`config.mk`:
```
export PLATFORM = sky130hd
export DESIGN_NAME = swfd_frame_decoder
export DESIGN_NICKNAME = d
export VERILOG_FILES = /design/src/verilog/swfd_crc8.v /design/src/verilog/swfd_frame_decoder.v
export VERILOG_INCLUDE_DIRS = /design/src /design/src/verilog
export SDC_FILE = /design/constraint.sdc
export NUM_CORES = 1
export LEC_CHECK = 0
export ABC_AREA = 0
export BUFFER_PORTS_ARGS = -buffer_cell sky130_fd_sc_hd__buf_2
export CORE_AREA = 3 3 110 112
export CTS_CLUSTER_DIAMETER = 50
export DETAILED_ROUTE_END_ITERATION = 8
export DIE_AREA = 0 0 113 115
export HOLD_SLACK_MARGIN = 0.08
export PLACE_DENSITY = 0.84
export SLEW_MARGIN = 20
export SYNTH_ARGS = -nofsm -noshare
export SYNTH_HDL_FRONTEND = slang
export SYNTH_SLANG_ARGS = --single-unit
```
`constraint.sdc`:
```
create_clock -name CLK -period 3.6 [get_ports CLK]
set_input_delay 0.54 -clock CLK [delete_from_list [all_inputs] [get_ports CLK]]
set_output_delay 0.54 -clock CLK [all_outputs]
set_load 0.05 [all_outputs]
```
`src/verilog/swfd_defs.vh`:
```
// constants of the single-wire frame decoder
`ifndef SWFD_DEFS_VH
`define SWFD_DEFS_VH

`define SWFD_CLK_PS 25000
`define SWFD_BIT_TIME_PS 172800000

`define SWFD_OFF_CTRL 4'h0
`define SWFD_OFF_STATUS 4'h4
`define SWFD_OFF_INSTR 4'h8

`define SWFD_CTRL_CHIP 0
`define SWFD_CTRL_LOCK 1
`define SWFD_CTRL_SPD_LO 2
`define SWFD_CTRL_SPD_HI 3
`define SWFD_CTRL_RESET 4'h4

`define SWFD_ST_ERR 0
`define SWFD_ST_SLEEP 1
`define SWFD_ST_IGNORE 2
`define SWFD_ST_STATE_LO 4
`define SWFD_ST_STATE_HI 7

`define SWFD_OP_WRITE 2'h0
`define SWFD_OP_READ 2'h1
`define SWFD_OP_READ_CRC 2'h2
`define SWFD_OP_SLEEP 2'h3

`define SWFD_BANK_OTP 2'h0
`define SWFD_BANK_CTRL 2'h1
`define SWFD_BANK_AUTH 2'h2
`define SWFD_BANK_TEST 2'h3

`define SWFD_ADDR_STATUS 8'h01
`define SWFD_ADDR_CHALLENGE 8'h01

`define SWFD_CRC_POLY 8'h8c

`endif

```
`src/verilog/swfd_crc8.v`:
```
// serial crc-8, polynomial 1 + x^4 + x^5 + x^8, lsb-first input
`timescale 1ns/1ps
`include "swfd_defs.vh"
module swfd_crc8 (
  input wire clk,
  input wire reset,
  input wire clr,
  input wire en,
  input wire din,
  output reg [7:0] crc_q
);
  wire fb;
  assign fb = crc_q[0] ^ din;
  always @(posedge clk) begin
    if (reset || clr) begin
      crc_q <= 8'h00;
    end else if (en) begin
      crc_q <= {1'b0, crc_q[7:1]} ^ (fb ? `SWFD_CRC_POLY : 8'h00);
    end
  end
endmodule // swfd_crc8

```
`src/verilog/swfd_frame_decoder.v`:
```
// frame-level sequencer of the single-wire slave link
//
// Notes on behaviour
// op 00 writes following data frames; op 01 does a plain read.
// op 10 reads, then sends one crc byte after the last data byte.
// op 11 puts the device to sleep right after the opcode bits.
// host stops pulsing after three bits of a sleep frame.
// bank field 00 otp, 01 control/status, 10 authentication, 11 test.
// address field is the first location; multi-byte steps upward.
// host uses odd start addresses for the otp bank.
// byte count field gives data bytes, crc excluded; 1, 2, 4 literal.
// count code 7 means 16 bytes, only otp read before lock-out.
// count codes 0, 3, 5, 6 raise a bus error.
// host writes otp two bytes, reads it 2, 4 or 16 bytes.
// status clears on a single-byte read of it.
// host makes sure the device is awake, e.g. by a break.
// host gaps up to 800 ms; device gap and turnaround one bit time.
// crc generated only for op 10 reads, over the sent data.
// crc lfsr uses polynomial 1 + x^4 + x^5 + x^8.
// crc register cleared to zero before each computation.
// each read bit enters the crc as it goes on the wire.
// crc sent after the last data byte, lsb first.
// write, read, and read followed by write without sleep.
// 16-bit instruction frame first; all fields lsb first.
// chip-select mismatch ignores everything until a break.
// symbols: one is 0.3 bit time low, zero 0.7 bit time.
// frame order: chip select, opcode, bank, address, byte count.
// challenge write only 4 bytes; other registers only 1 or 2 bytes.
`timescale 1ns/1ps
`include "swfd_defs.vh"
module swfd_frame_decoder #(
  parameter BT_CYCLES = `SWFD_BIT_TIME_PS / `SWFD_CLK_PS
) (
  input wire CLK,
  input wire RESET,
  input wire [3:0] AVS_ADDRESS,
  input wire AVS_READ,
  input wire AVS_WRITE,
  input wire [31:0] AVS_WRITEDATA,
  output reg [31:0] AVS_READDATA,
  output reg AVS_WAITREQUEST,
  input wire SYM_VALID,
  input wire SYM_BIT,
  input wire SYM_BREAK,
  input wire SYM_GLITCH,
  output reg TX_REQ,
  output reg TX_BIT,
  input wire TX_DONE,
  output reg REG_RD,
  output reg REG_WR,
  output reg [1:0] REG_BANK,
  output reg [7:0] REG_ADDR,
  output reg [7:0] REG_WDATA,
  input wire [7:0] REG_RDATA,
  input wire REG_RVALID,
  output reg STAT_CLR,
  output reg SLEEP,
  output reg BUS_ERR
);
  localparam S_INSTR = 4'h0;
  localparam S_IGNORE = 4'h1;
  localparam S_WDATA = 4'h2;
  localparam S_RFETCH = 4'h3;
  localparam S_RWAIT = 4'h4;
  localparam S_RGAP = 4'h5;
  localparam S_RSHIFT = 4'h6;
  localparam S_RTXW = 4'h7;
  localparam S_SLEEP = 4'h8;

  localparam [15:0] BT_X1 = BT_CYCLES[15:0];

  // byte count code to number of data bytes, zero when invalid
  function [4:0] bytes_of;
    input [2:0] code;
    begin
      case (code)
        3'h1: bytes_of = 5'h01;
        3'h2: bytes_of = 5'h02;
        3'h4: bytes_of = 5'h04;
        3'h7: bytes_of = 5'h10;
        default: bytes_of = 5'h00;
      endcase
    end
  endfunction

  // whole-frame legality check
  function frame_ok;
    input [15:0] f;
    input lock;
    reg [1:0] op;
    reg [1:0] bank;
    reg [7:0] addr;
    reg [2:0] cnt;
    reg [4:0] n;
    begin
      op = f[2:1];
      bank = f[4:3];
      addr = f[12:5];
      cnt = f[15:13];
      n = bytes_of(cnt);
      frame_ok = 1'b1;
      if (n == 5'h00) begin
        frame_ok = 1'b0;
      end else if (cnt == 3'h7) begin
        frame_ok = (op != `SWFD_OP_WRITE) && (bank == `SWFD_BANK_OTP) &&
                   !lock;
      end else if (bank == `SWFD_BANK_AUTH &&
                   addr == `SWFD_ADDR_CHALLENGE &&
                   op == `SWFD_OP_WRITE) begin
        frame_ok = (n == 5'h04);
      end else if (bank != `SWFD_BANK_OTP) begin
        frame_ok = (n == 5'h01) || (n == 5'h02);
      end
    end
  endfunction

  reg [3:0] state_q;
  reg [15:0] instr_q;
  reg [3:0] bitcnt_q;
  reg [2:0] txcnt_q;
  reg [4:0] remain_q;
  reg [7:0] shreg_q;
  reg [15:0] timer_q;
  reg crc_mode_q;
  reg crc_phase_q;
  reg crc_clr_q;
  reg chip_q;
  reg lock_q;
  reg [1:0] speed_q;
  reg err_q;
  reg [15:0] bt_cycles;
  wire [7:0] crc_val;
  wire crc_en;
  wire [15:0] frame;
  wire av_go;
  wire err_set;
  wire [31:0] rd_mux;
  wire [3:0] ctrl_rst;

  assign ctrl_rst = `SWFD_CTRL_RESET;

  // one bit time in cycles; speed codes 0..3 give x = 2, 1, 0.5, 0.25
  always @* begin
    case (speed_q)
      2'h0: bt_cycles = {BT_X1[14:0], 1'b0};
      2'h1: bt_cycles = BT_X1;
      2'h2: bt_cycles = {1'b0, BT_X1[15:1]};
      default: bt_cycles = {2'b00, BT_X1[15:2]};
    endcase
  end

  assign frame = {SYM_BIT, instr_q[14:0]};
  assign crc_en = TX_REQ && crc_mode_q && !crc_phase_q;
  assign av_go = (AVS_READ || AVS_WRITE) && !AVS_WAITREQUEST;
  assign err_set = BUS_ERR;

  swfd_crc8 u_crc (
    .clk(CLK),
    .reset(RESET),
    .clr(crc_clr_q),
    .en(crc_en),
    .din(TX_BIT),
    .crc_q(crc_val)
  );

  // frame sequencer
  always @(posedge CLK) begin
    if (RESET) begin
      state_q <= S_INSTR;
      instr_q <= 16'h0000;
      bitcnt_q <= 4'h0;
      txcnt_q <= 3'h0;
      remain_q <= 5'h00;
      shreg_q <= 8'h00;
      timer_q <= 16'h0000;
      crc_mode_q <= 1'b0;
      crc_phase_q <= 1'b0;
      crc_clr_q <= 1'b0;
      TX_REQ <= 1'b0;
      TX_BIT <= 1'b1;
      REG_RD <= 1'b0;
      REG_WR <= 1'b0;
      REG_BANK <= 2'h0;
      REG_ADDR <= 8'h00;
      REG_WDATA <= 8'h00;
      STAT_CLR <= 1'b0;
      SLEEP <= 1'b0;
      BUS_ERR <= 1'b0;
    end else begin
      TX_REQ <= 1'b0;
      REG_RD <= 1'b0;
      REG_WR <= 1'b0;
      STAT_CLR <= 1'b0;
      BUS_ERR <= 1'b0;
      crc_clr_q <= 1'b0;
      if (REG_WR) begin
        REG_ADDR <= REG_ADDR + 8'h01;
      end
      if (SYM_BREAK) begin
        // a break restarts framing, wakes and leaves the ignore state
        state_q <= S_INSTR;
        bitcnt_q <= 4'h0;
        SLEEP <= 1'b0;
      end else if (SYM_GLITCH && state_q != S_SLEEP) begin
        BUS_ERR <= 1'b1;
        state_q <= S_IGNORE;
      end else begin
        case (state_q)
          S_INSTR: begin
            if (SYM_VALID) begin
              instr_q[bitcnt_q] <= SYM_BIT;
              bitcnt_q <= bitcnt_q + 4'h1;
              if (bitcnt_q == 4'h0 && SYM_BIT != chip_q) begin
                state_q <= S_IGNORE;
              end else if (bitcnt_q == 4'h2 &&
                           {SYM_BIT, instr_q[1]} == `SWFD_OP_SLEEP) begin
                state_q <= S_SLEEP;
                SLEEP <= 1'b1;
              end else if (bitcnt_q == 4'hf) begin
                bitcnt_q <= 4'h0;
                REG_BANK <= frame[4:3];
                REG_ADDR <= frame[12:5];
                remain_q <= bytes_of(frame[15:13]);
                crc_mode_q <= (frame[2:1] == `SWFD_OP_READ_CRC);
                crc_phase_q <= 1'b0;
                crc_clr_q <= 1'b1;
                txcnt_q <= 3'h0;
                if (!frame_ok(frame, lock_q)) begin
                  BUS_ERR <= 1'b1;
                  state_q <= S_IGNORE;
                end else if (frame[2:1] == `SWFD_OP_WRITE) begin
                  state_q <= S_WDATA;
                end else begin
                  state_q <= S_RFETCH;
                end
              end
            end
          end
          S_WDATA: begin
            if (SYM_VALID) begin
              shreg_q <= {SYM_BIT, shreg_q[7:1]};
              txcnt_q <= txcnt_q + 3'h1;
              if (txcnt_q == 3'h7) begin
                REG_WR <= 1'b1;
                REG_WDATA <= {SYM_BIT, shreg_q[7:1]};
                remain_q <= remain_q - 5'h01;
                if (remain_q == 5'h01) begin
                  state_q <= S_INSTR;
                end
              end
            end
          end
          S_RFETCH: begin
            REG_RD <= 1'b1;
            if (remain_q == 5'h01 && REG_BANK == `SWFD_BANK_CTRL &&
                REG_ADDR == `SWFD_ADDR_STATUS && !crc_phase_q &&
                instr_q[15:13] == 3'h1) begin
              STAT_CLR <= 1'b1;
            end
            state_q <= S_RWAIT;
          end
          S_RWAIT: begin
            if (REG_RVALID) begin
              shreg_q <= REG_RDATA;
              REG_ADDR <= REG_ADDR + 8'h01;
              timer_q <= bt_cycles;
              state_q <= S_RGAP;
            end
          end
          S_RGAP: begin
            if (timer_q <= 16'h0001) begin
              state_q <= S_RSHIFT;
            end else begin
              timer_q <= timer_q - 16'h0001;
            end
          end
          S_RSHIFT: begin
            TX_REQ <= 1'b1;
            TX_BIT <= shreg_q[0];
            state_q <= S_RTXW;
          end
          S_RTXW: begin
            if (TX_DONE) begin
              shreg_q <= {1'b0, shreg_q[7:1]};
              txcnt_q <= txcnt_q + 3'h1;
              state_q <= S_RSHIFT;
              if (txcnt_q == 3'h7) begin
                if (crc_phase_q) begin
                  state_q <= S_INSTR;
                end else if (remain_q != 5'h01) begin
                  remain_q <= remain_q - 5'h01;
                  state_q <= S_RFETCH;
                end else if (crc_mode_q) begin
                  // crc_val already holds the last data bit
                  remain_q <= 5'h00;
                  crc_phase_q <= 1'b1;
                  shreg_q <= crc_val;
                  timer_q <= bt_cycles;
                  state_q <= S_RGAP;
                end else begin
                  remain_q <= 5'h00;
                  state_q <= S_INSTR;
                end
              end
            end
          end
          S_SLEEP: begin
            // any further pulse wakes the device again
            if (SYM_VALID) begin
              SLEEP <= 1'b0;
              state_q <= S_INSTR;
              bitcnt_q <= 4'h0;
            end
          end
          S_IGNORE: begin
            bitcnt_q <= 4'h0;
          end
          default: begin
            state_q <= S_INSTR;
          end
        endcase
      end
    end
  end

  assign rd_mux =
    (AVS_ADDRESS == `SWFD_OFF_CTRL) ?
      {28'h0000000, speed_q, lock_q, chip_q} :
    (AVS_ADDRESS == `SWFD_OFF_STATUS) ?
      {24'h000000, state_q, 1'b0, (state_q == S_IGNORE), SLEEP, err_q} :
    (AVS_ADDRESS == `SWFD_OFF_INSTR) ? {16'h0000, instr_q} : 32'h00000000;

  // avalon slave: one wait cycle, then the access completes
  always @(posedge CLK) begin
    if (RESET) begin
      AVS_WAITREQUEST <= 1'b1;
      AVS_READDATA <= 32'h00000000;
      chip_q <= ctrl_rst[`SWFD_CTRL_CHIP];
      lock_q <= ctrl_rst[`SWFD_CTRL_LOCK];
      speed_q <= ctrl_rst[`SWFD_CTRL_SPD_HI:`SWFD_CTRL_SPD_LO];
      err_q <= 1'b0;
    end else begin
      if ((AVS_READ || AVS_WRITE) && AVS_WAITREQUEST) begin
        AVS_WAITREQUEST <= 1'b0;
        AVS_READDATA <= AVS_READ ? rd_mux : 32'h00000000;
      end else begin
        AVS_WAITREQUEST <= 1'b1;
      end
      if (av_go && AVS_WRITE && AVS_ADDRESS == `SWFD_OFF_CTRL) begin
        chip_q <= AVS_WRITEDATA[`SWFD_CTRL_CHIP];
        lock_q <= AVS_WRITEDATA[`SWFD_CTRL_LOCK];
        speed_q <= AVS_WRITEDATA[`SWFD_CTRL_SPD_HI:`SWFD_CTRL_SPD_LO];
      end
      // a new error wins over a write-one clear in the same cycle
      if (err_set) begin
        err_q <= 1'b1;
      end else if (av_go && AVS_WRITE && AVS_ADDRESS == `SWFD_OFF_STATUS &&
                   AVS_WRITEDATA[`SWFD_ST_ERR]) begin
        err_q <= 1'b0;
      end
    end
  end
endmodule // swfd_frame_decoder

```
==> results of run 1 <==
layout make-up:
cell class | count | share of cell area, %
clock buffer | 22 | 6.43
clock inverter | 10 | 1.46
inverter | 21 | 1.07
multi-input combinational | 594 | 51.6
sequential | 114 | 31.0
tap | 143 | 2.43
timing repair buffer | 82 | 6.08
tightest hold or removal path: cells and delay by family:
kind                   cells  cell delay (ns)
and+or+nand+nor            1             0.06
buffers and inverters      1             0.08
muxes                      1             0.06
worst min-delay path by stage:
stage,slack (ns),to,depth (start not counted)
finish,0.35,speed_q[0],3
global route,0.36,speed_q[0],3
CTS,0.34,speed_q[0],3
detailed placement,0.44,AVS_READDATA[1],2
global placement,0.44,AVS_READDATA[1],2
floorplan,0.44,TX_BIT,2
state kept, by name, indices dropped and copies added (netlist names), 3 cells and up:
signal / count
state_q: 4
u_crc.crc_q: 8
REG_ADDR: 8
instr_q: 16
bitcnt_q: 4
remain_q: 5
txcnt_q: 3
shreg_q: 8
AVS_READDATA: 16
REG_WDATA: 8
timer_q: 16
through the flow:
step	std cells	setup WS, ns	area [um^2]
CTS	986	0.732	7370
global route	986	0.448	7370
finish	986	0.670	7370
detailed placement	954	0.761	6790
global placement	954	0.789	6790
floorplan	794	0.986	6460
per-layer routing:
metal / up-vias / GRT usage (%)
met5: - / 0
met4: 0 / 11.6
met3: 35 / 5.89
met2: 305 / 38.3
met1: 2847 / 36.0
li1: 2960 / -
Yosys cell counts, types with 10 or more instances:
cell / instances / share of area, %
nor2_1: 87 / 5.1
dfxtp_1: 114 / 36
a22oi_1: 14 / 1.6
nor2b_1: 11 / 1.1
nor3_1: 23 / 1.8
o22ai_1: 10 / 0.98
inv_1: 21 / 1.2
and2_1: 13 / 1.3
or3_1: 11 / 1.1
a21oi_1: 50 / 3.9
clkbuf_1: 38 / 2.2
buf_4: 16 / 1.9
nand3_1: 30 / 2.3
nand4_1: 11 / 1.1
or4_1: 11 / 1.3
mux2i_1: 30 / 4.7
o21ai_0: 24 / 1.9
nor4_1: 10 / 0.98
nand2_1: 57 / 3.3
ha_1: 18 / 3.5
a211oi_1: 12 / 1.4
report_power, final:
| part | switching (mW) | total (mW) | internal [mW] |
|---|---|---|---|
| Sequential | 0.0185 | 1.29 | 1.28 |
| Clock | 0.582 | 1.65 | 1.06 |
| Combinational | 0.191 | 0.276 | 0.0846 |
cells by family (layout without fill, tap and decap cells):
group / count (synthesis) / in the layout / share of synthesized area [%]
simple gates: 323 / 323 / 26.8
compound gates: 194 / 194 / 21.3
flops: 114 / 114 / 35.6
buf+inv: 86 / 135 / 6.14
mux: 31 / 31 / 4.87
fa+ha+maj: 18 / 18 / 3.52
xor+xnor: 12 / 12 / 1.64
other cells: 1 / 16 / 0.0586
==> impl_metrics.toml, run 1 <==
[worst_setup_path]
arrival_ns = 3.22
path_cells = "or4b_1, a2111oi_4, nand4_1, mux2i_1, nor2_1"
critPathLaunch = "state_q[3]"
cp_slowest_cell = "a2111oi_4"
required_ns = 3.89
critPathTopFamily = "simple AND/OR/NAND/NOR gates"
endpoint = "instr_q[13]"
reg2regPathDepth = 5
critPathLaunchType = "register"
crit_fanout = 17
path_depth = 5
path_class = "reg -> reg"
rrSetupSlack_ns = 0.67
worst_path_largest_cell_delay_ns = 0.89
r2r_start = "state_q[3]"
critPathBufInv = 0
crit_path_end_kind = "register"
worstReg2RegEnd = "instr_q[13]"

[sta]
slew-limit-headroom_pct = 33.2
finalCritPeriodShare_pct = 81.4
post-route-min-period_ns = 2.93
rsz0062_at_grt = "no"
max_clock_freq_ghz = 0.341
whs_ns = 0.350
tns_ns = 0
maxSlewViolCount = 0
setup_violations = 0
skew_ns = 0.00589
finalHoldViolCount = 0
max_slew.worst_pin.slew_ns = 1.00

[cts]
cts_max_level = 4
cts.sinks = 114
clock_latency_ns = 0.43
post_cts_buffers = 0
ctsHoldBuffers = 0
cts_buffers = 17
clkTransAtPathRegs_ns = 0.05
cts_buffer_depth = 2
cts-root-buf = "clkbuf_16"
cts-resized-gates = 0
cts_tree = "yes"

[synth]
avgSynthCellArea_um2 = 8.22
ys_seq_elements = 114
syn_inst = 779
synth_edf_count = 0
synth-seq-area-share_pct = 35.6
synth_ff_type = "dfxtp_1"
synthesis.area_um2 = 6400
yosysWarnings = 0
synth_cell_type_count = 75
async_flop_share_pct = 0

[placed_design]
dp_hpwl_um = 11400
port_buffers = 67
place_congestion = 0.906

[die]
fp.dieH_um = 115
die_area_um2 = 13000
initial_core_util_pct = 56.6
row_count = 39
dieWidth_um = 113
core-area_um2 = 11300
io_pins = 112

[finish]
n_fill_cell = 935
fin_util_pct = 65.1
layout-drive-gt1-share_pct = 15.8
final_cell_mix = "114 x dfxtp_1, 87 x nor2_1, 67 x buf_2"
multiInputGateArea_um2 = 3800
seq_area_um2 = 2280
layout_commonest_cell = "dfxtp_1"
nets = 902
area_growth_pct = 15.1
n_antenna_cell = 0

[detailed_routing]
detailroute.via_count = 6147
wl_per_cell_um = 17.0
routed_wl_um = 16800
met1_length_um = 7520
firstDrtPassIters = 5
wl_met3_um = 1430
drc = 0
ant_nets = 0
dr_wl_met2_um = 7440
drt-initial-drc-count = 621
top_layer_used = "met4"
viasPerCell = 6.23

[worst_hold_path]
hp-class = "in -> reg"
min-delay-start = "AVS_WRITEDATA[2]"

[pwr]
pwr_density_cell_nw_per_um2 = 436
power.leakage_nw = 2.95
finalPower_mw = 3.21
ir_drop_uv = 444

[grt]
antenna_found_initial = 0
grt_max_degree = 57
grt-ovfl-total = 0
grt.total_usage_pct = 25.8
grt_first_pass_wirelength_um = 27300
grt_pass1_vias = 5500

[status]
status = "finished, final reports clean"

[flow_run]
cap_violations = 0
Power figures use the tool's default switching activity.
==> run 2: changes to the inputs <==
Settings changed: ABC_AREA 0 to 1, CORE_AREA 3 3 110 112 to 3 3 119 121, DIE_AREA 0 0 113 115 to 0 0 122 124, PLACE_DENSITY 0.84 to 0.8.
Clock period 3.6 ns to 2.36 ns, I/O delays scaled along.
==> run 2 against run 1 <==
  * Non-clock buffer count decreased by 5
  * Clock power up 67%
  * Synthesized cell count grew 26%
  * Core utilization is 5.7 points lower
  * Clock skew grew 0.0056 ns
  * Critical endpoint is now timer_q[11]
  * Largest cell class unchanged
  * Highest routed layer unchanged
==> impl_metrics.toml, run 2 <==
[pwr]
finalPower_mw = 5.04
pwr-share-clk_pct = 54.7
netSwitchingPower_mw = 1.25
power_frac_seq_pct = 38.6
combPwrFrac_pct = 6.7
p_int_mw = 3.79
ir_drop_uv = 519
power.leakage_nw = 3.54
swShare_pct = 24.7
pwr_density_cell_nw_per_um2 = 643

[detailed_routing]
wl_per_cell_um = 13.9
drc = 0
dr_wl_met2_um = 7520
firstDrtPassIters = 5
detailroute.via_count = 6561
drt-initial-drc-count = 629
top_layer_used = "met4"
viasPerCell = 5.26
ant_nets = 0
wl_met3_um = 1580
routed_wl_um = 17400
met1_length_um = 7990

[synth]
synth_cell_type_count = 49
synth-simple-area-share_pct = 32.4
synth_edf_count = 0
synthesis.area_um2 = 6770
syn_inst = 984
synthMuxAreaShare_pct = 0
async_flop_share_pct = 0
synth_adder_area_share_pct = 3.33
post-synth-top-count-cell = "nand2_1"
avgSynthCellArea_um2 = 6.88
ys_seq_elements = 114
yosysWarnings = 0
synth-xor-area-share_pct = 3.10
synth-seq-area-share_pct = 33.7
synth_ff_type = "dfxtp_1"
synth_compound_area_share_pct = 17.6
synth_commonest_cells = "187 x nand2_1, 134 x nor2_1, 114 x dfxtp_1, 96 x inv_1, 86 x a21oi_1"
synth_top_family_by_area = "simple AND/OR/NAND/NOR gates"
yosys.area.top_type_share_pct = 33.7
synthTopCellsByArea = "dfxtp_1 34%, nand2_1 10%, nor2_1 7.4%, a21oi_1 6.4%, o21ai_0 5.3%"
yosys.area.top_type = "dfxtp_1"

[cts]
clkTransAtPathRegs_ns = 0.06
clock_latency_ns = 0.43
cts_buffer_depth = 2
cts-root-buf = "clkbuf_16"
cts_tree = "yes"
cts-resized-gates = 0
cts.sinks = 114
cts_max_level = 4
cts_buffers = 17
ctsHoldBuffers = 0
post_cts_buffers = 0

[worst_setup_path]
cp_slowest_cell = "dfxtp_1"
r2r_start = "txcnt_q[0]"
rrSetupSlack_ns = 0.37
crit_fanout = 16
arrival_ns = 2.31
required_ns = 2.68
path_class = "reg -> reg"
worst_path_largest_cell_delay_ns = 0.35
worstReg2RegEnd = "timer_q[11]"
critPathLaunchType = "register"
critPathBufInv = 1
reg2regPathDepth = 11
critPathLaunch = "txcnt_q[0]"
endpoint = "timer_q[11]"
path_cells = "ha_1, ha_1, inv_1, o21ai_2, nand2_2, nor2_4, nand3_2, nand2_4, nand2_1, nor2_1, nor2_1"
path_depth = 11
crit_path_end_kind = "register"
critPathTopFamily = "simple AND/OR/NAND/NOR gates"

[sta]
tns_ns = 0
post-route-min-period_ns = 1.99
rsz0062_at_grt = "no"
finalWorstSetupSlack_ns = 0.367
finalCritPeriodShare_pct = 84.5
max_clock_freq_ghz = 0.502
setup_violations = 0
finalHoldViolCount = 0
skew_ns = 0.0115
max_slew.worst_pin.slew_ns = 0.526
slew-limit-headroom_pct = 64.9
maxSlewViolCount = 0
whs_ns = 0.182

[finish]
layout_commonest_cell = "nand2_1"
final_cell_mix = "187 x nand2_1, 134 x nor2_1, 114 x dfxtp_1"
postLayoutCellArea_um2 = 7840
layout-drive-gt1-share_pct = 18.5
nets = 1131
fin_cells = 1248
n_antenna_cell = 0
fin_util_pct = 59.5
reg_top3 = "AVS_READDATA x16, instr_q x16, timer_q x16"
area_growth_pct = 15.8

[grt]
grt_first_pass_wirelength_um = 28600
grt_pass1_vias = 5895
grt-ovfl-total = 0
grt_max_degree = 39
antenna_found_initial = 0
grt.total_usage_pct = 23.9

[status]
status = "finished, final reports clean"

[placed_design]
place_inst = 1216
post_dp_cell_area_um2 = 7210
dp_hpwl_um = 12900
place_congestion = 0.958
dp_slack_ns = 0.378
port_buffers = 67

[die]
die_area_um2 = 15100
dieWidth_um = 122
fp.dieH_um = 124
initial_core_util_pct = 51.3
core-area_um2 = 13200
row_count = 42
io_pins = 112

[worst_hold_path]
hp-class = "in -> reg"

[flow_run]
cap_violations = 0
[run 2: cell count changes after synthesis, sizes merged, moves of 12 or more]
| cell | before | now |
|---|---|---|
| nand3 | 30 | 57 |
| inv | 21 | 108 |
| a22oi | 14 | 0 |
| nand2 | 57 | 216 |
| clkbuf | 38 | 11 |
| mux2i | 30 | 0 |
| a21oi | 51 | 98 |
| nor2 | 87 | 159 |
| o21ai | 26 | 90 |
| or4 | 12 | 0 |
[run 2: routing by layer]
layer	track usage, %	vias up
met5	0	-
met4	8.19	0
met3	5.77	31
met2	37.4	265
met1	32.2	2928
li1	-	3337
[run 2: cell families after synthesis]
group / count (synthesis)
AOI/OAI and AO/OA: 216
xor gates and xnor gates: 24
adders and majority gates: 18
buffers and inverters: 146
DFF: 114
other: 1
and+or+nand+nor: 465
[run 2: power by group through the flow]
stage / Sequential [mW] / Combinational [mW] / Clock, mW
floorplan: 1.99 / 0.268 / 0
global placement: 1.99 / 0.329 / 0
detailed placement: 1.99 / 0.333 / 0
CTS: 1.95 / 0.335 / 2.79
global route: 1.95 / 0.372 / 2.88
finish: 1.95 / 0.339 / 2.76
[run 2: worst min path at each step]
stage                           startpoint  cells after the start                to  slack (ns)
after floorplan                instr_q[10]                      2  AVS_READDATA[10]        0.44
after global placement          instr_q[9]                      2   AVS_READDATA[9]        0.45
after detailed placement   AVS_READDATA[2]                      2   AVS_READDATA[2]        0.46
after CTS                 AVS_WRITEDATA[2]                      3        speed_q[0]        0.17
after global routing      AVS_WRITEDATA[2]                      3        speed_q[0]        0.20
final                     AVS_WRITEDATA[2]                      3        speed_q[0]        0.18
[run 2: cell type report]
class	count	area, um^2
tap	176	220
clock buffer	18	429
multi-input combinational	739	3880
fill	1234	5350
clock inverter	14	203
inverter	110	415
timing repair buffer	77	410
sequential	114	2280
[run 2: worst register-to-register path: cells and delay by family, from the launching register on]
kind	cells	cell delay, ns
buffers and inverters	1	0.13
DFF	1	0.35
AOI/OAI and AO/OA	1	0.22
adders and majority gates	2	0.36
and+or+nand+nor	7	0.84
==> run 3: changes to the inputs <==
Settings changed: ABC_AREA 1 to 0, CORE_AREA 3 3 119 121 to 3 3 110 112, DIE_AREA 0 0 122 124 to 0 0 113 115, PLACE_DENSITY 0.8 to 0.84.
Clock period 2.36 ns to 1.95 ns, I/O delays scaled along.
==> run 3 against run 2 <==
  * The flow now stops in global routing (5_1_grt)
  * Synthesized area decreased by 5.4%
  * Synthesized cell count fell by 21%
==> impl_metrics.toml, run 3 <==
[status]
status = "aborted with a tool error"
haltStage = "global routing (5_1_grt)"
error_line = "[ERROR GRT-0232] Routing congestion too high. Check the congestion heatmap in the GUI."

[die]
initial_core_util_pct = 56.6
io_pins = 112
row_count = 39
dieWidth_um = 113
fp.dieH_um = 115

[synth]
yosysWarnings = 0
synth_cell_type_count = 75
synth_edf_count = 0
synth_commonest_cells = "114 x dfxtp_1, 87 x nor2_1, 57 x nand2_1, 50 x a21oi_1, 38 x clkbuf_1"
synthTopCellsByArea = "dfxtp_1 36%, nor2_1 5.1%, mux2i_1 4.7%, a21oi_1 3.9%, ha_1 3.5%"
avgSynthCellArea_um2 = 8.22
syn_inst = 779
async_flop_share_pct = 0
yosys.area.top_type_share_pct = 35.6
yosys.area.top_type = "dfxtp_1"
post-synth-top-count-cell = "dfxtp_1"
ys_seq_elements = 114
synth_ff_type = "dfxtp_1"
synth-seq-area-share_pct = 35.6
synthesis.area_um2 = 6400

[cts]
cts.sinks = 114
cts_buffer_depth = 2
cts_max_level = 4
cts-root-buf = "clkbuf_16"
ctsHoldBuffers = 0
cts_buffers = 17

[sta]
grt-worst-endpoint = "state_q[0]$_SDFFE_PP0P_/D"
worst_path_end_type = "sequential cell input"

[grt]
grt.total_usage_pct = 70.0
grt-ovfl-total = 10
grt_max_degree = 49

[placed_design]
place_inst = 1090
port_buffers = 67
dp_hpwl_um = 15400
place_congestion = 1.01
-- run 3: changes by cell type after synthesis, moves of 12 or more --
cell / change
nand2_1: -130
inv_1: -75
o21ai_0: -48
nor2_1: -47
a21oi_1: -36
mux2i_1: +30
clkbuf_1: +28
nand3_1: -23
nand2_2: -20
nor2_2: -16
a22oi_1: +14
o21ai_1: -13
a21oi_2: -12
-- run 3: routing by layer --
| metal | overflow | track usage (%) |
|---|---|---|
| met3 | 0 | 55.3 |
| met1 | 0 | 70.2 |
| met5 | 0 | 18.5 |
| met4 | 5 | 66.0 |
| met2 | 5 | 88.1 |
-- run 3: repair_timing --
| action | in CTS |
|---|---|
| setup endpoints to repair | 69 |
| pin swaps | 60 |
| setup buffers | 24 |
| gates cloned | 5 |
| resized for setup | 124 |
-- run 3: cell families after synthesis --
| group | share of synthesized area (%) |
|---|---|
| flops | 35.6 |
| compound gates | 21.3 |
| xor+xnor | 1.64 |
| mux | 4.87 |
| other cells | 0.0586 |
| simple gates | 26.8 |
| fa+ha+maj | 3.52 |
| buf+inv | 6.14 |
-- run 3: metrics by stage --
stage          TNS, ns  util (%)  setup slack (ns)  hold WS, ns  instance area (um^2)
3_5_place_dp    -11.36      70.9            -0.446        0.447                  8020
4_1_cts         -11.49      83.5            -0.419       0.0946                  9450
2_1_floorplan    -6.61         -            -0.572        0.418                  6690
3_3_place_gp     -7.86      70.9            -0.415        0.443                  8020
==> run 4: changes to the inputs <==
Settings changed: CORE_AREA 3 3 110 112 to 3 3 131 133, CTS_CLUSTER_DIAMETER 50 to unset, DIE_AREA 0 0 113 115 to 0 0 134 136, HOLD_SLACK_MARGIN 0.08 to unset, PLACE_DENSITY 0.84 to unset, PLACE_DENSITY_LB_ADDON set to 0.15.
==> run 4 against run 3 <==
  * The flow now finishes, with violations (setup timing)
==> impl_metrics.toml, run 4 (synthesis results as in run 1) <==
[worst_setup_path]
reg2regPathDepth = 5
required_ns = 2.26
critPathLaunchType = "register"
worstReg2RegEnd = "state_q[0]"
rrSetupSlack_ns = -0.46
r2r_start = "timer_q[8]"
arrival_ns = 2.72
crit_fanout = 2
crit_path_end_kind = "register"
path_class = "reg -> reg"

[cts]
cts.sinks = 114
cts-root-buf = "clkbuf_16"
clock_latency_ns = 0.43
cts_max_level = 4
cts_tree = "yes"
cts_buffer_depth = 2
cts_buffers = 17
clkTransAtPathRegs_ns = 0.06

[detailed_routing]
wl_per_cell_um = 19.1
ant_nets = 0
firstDrtPassIters = 5
routed_wl_um = 23500
detailroute.via_count = 6977
drc = 0
viasPerCell = 5.69
drt-initial-drc-count = 498

[finish]
nets = 1069
area_growth_pct = 57.6
final_cell_mix = "133 x buf_4, 103 x dfxtp_1, 85 x nor2_1"
reg_top3 = "AVS_READDATA x16, instr_q x16, timer_q x16"
n_antenna_cell = 0
layout-drive-gt1-share_pct = 42.3
seq_area_um2 = 2300
n_fill_cell = 1321
layout_commonest_cell = "buf_4"
multiInputGateArea_um2 = 4720

[worst_hold_path]
hold-path-endpoint = "speed_q[0]"
holdPathStages = 3
hp-class = "in -> reg"
min-delay-start = "AVS_WRITEDATA[2]"

[grt]
grt-busiest-layer = "met2"
grt_max_degree = 78
grt-ovfl-total = 0
grt_use_met1_pct = 33.1
grt_pass1_vias = 6681
gr-usage-met2_pct = 39.4
antenna_found_initial = 0
grt.total_usage_pct = 24.5
grt_first_pass_wirelength_um = 35300
use_met3_pct = 4.66

[sta]
rsz0062_at_grt = "yes"
max_clock_freq_ghz = 0.414
whs_ns = 0.0893
max_slew.worst_pin.slew_ns = 0.716
maxSlewViolCount = 0
finalWorstSetupSlack_ns = -0.465
slew-limit-headroom_pct = 52.2
finalCritPeriodShare_pct = 124
tns_ns = -10.45
setup_violations = 64
skew_ns = 0.0122
post-route-min-period_ns = 2.41
finalHoldViolCount = 0

[placed_design]
dp_slack_ns = -0.403
dp_hpwl_um = 15400
place_congestion = 0.885
port_buffers = 67

[pwr]
ir_drop_uv = 594
power.leakage_nw = 4.09
swShare_pct = 26.1
pwr-share-clk_pct = 51.0
combPwrFrac_pct = 13.4
finalPower_mw = 6.67
p_int_mw = 4.93
pwr_density_cell_nw_per_um2 = 661
netSwitchingPower_mw = 1.74
power_frac_seq_pct = 35.7

[die]
core-area_um2 = 15900
io_pins = 112
row_count = 46
initial_core_util_pct = 40.2
dieWidth_um = 134
fp.dieH_um = 136
die_area_um2 = 18200

[status]
violations = "setup timing"
status = "complete, but fails checks"

[flow_run]
cap_violations = 0
run 4: routing by layer:
metal | up-vias | part of all wire, %
li1 | 3292 | -
met1 | 3371 | 45
met2 | 272 | 47
met3 | 42 | 6.0
met4 | 0 | 2.1
met5 | - | 0
run 4: area by class of cell:
type	instances	share of cell area, %
Clock inverter	14	1.98
Sequential cell	114	22.8
Multi-Input combinational cell	594	46.7
Clock buffer	18	4.35
Tap cell	216	2.68
Timing Repair Buffer	249	20.6
Inverter	21	0.831
run 4: power by group through the flow:
stage | registers [mW] | logic [mW] | clock network, mW
4_1_cts | 2.37 | 0.764 | 3.44
2_1_floorplan | 2.43 | 0.429 | 0
3_3_place_gp | 2.42 | 0.678 | 0
3_5_place_dp | 2.42 | 0.688 | 0
5_1_grt | 2.38 | 0.938 | 3.55
6_report | 2.38 | 0.891 | 3.40
run 4: worst max-delay path by stage:
stage / slack [ns] / from / cells past startpoint / endpoint
after floorplan: -0.57 / timer_q[11] / 6 / state_q[0]
after global placement: -0.40 / timer_q[10] / 5 / state_q[0]
after detailed placement: -0.40 / timer_q[10] / 5 / state_q[0]
after CTS: -0.43 / timer_q[7] / 5 / state_q[0]
after global routing: -0.54 / timer_q[8] / 5 / state_q[0]
final: -0.46 / timer_q[8] / 5 / state_q[0]
run 4: critical path: stages, from the launching register on:
cell,delay [ns]
dfxtp_1,0.31
or4_4,0.55
or4_4,0.56
o31ai_4,0.22
or4b_1,0.45
o211a_1,0.21
run 4: per-stage QoR:
| step | instances | util, % | cell area (um^2) |
|---|---|---|---|
| after floorplan | 794 | - | 6690 |
| after global placement | 1153 | 50.6 | 8070 |
| after detailed placement | 1153 | 50.6 | 8070 |
| after CTS | 1207 | 58.5 | 9330 |
| after global routing | 1226 | 63.3 | 10100 |
| final | 1226 | 63.3 | 10100 |
run 4: repair_timing:
action	CTS	global route
setup buffers	17	21
resized for setup	77	130
gates cloned	6	3
endpoints found under the setup margin	71	74
pin swaps	31	55
hold buffers	0	0
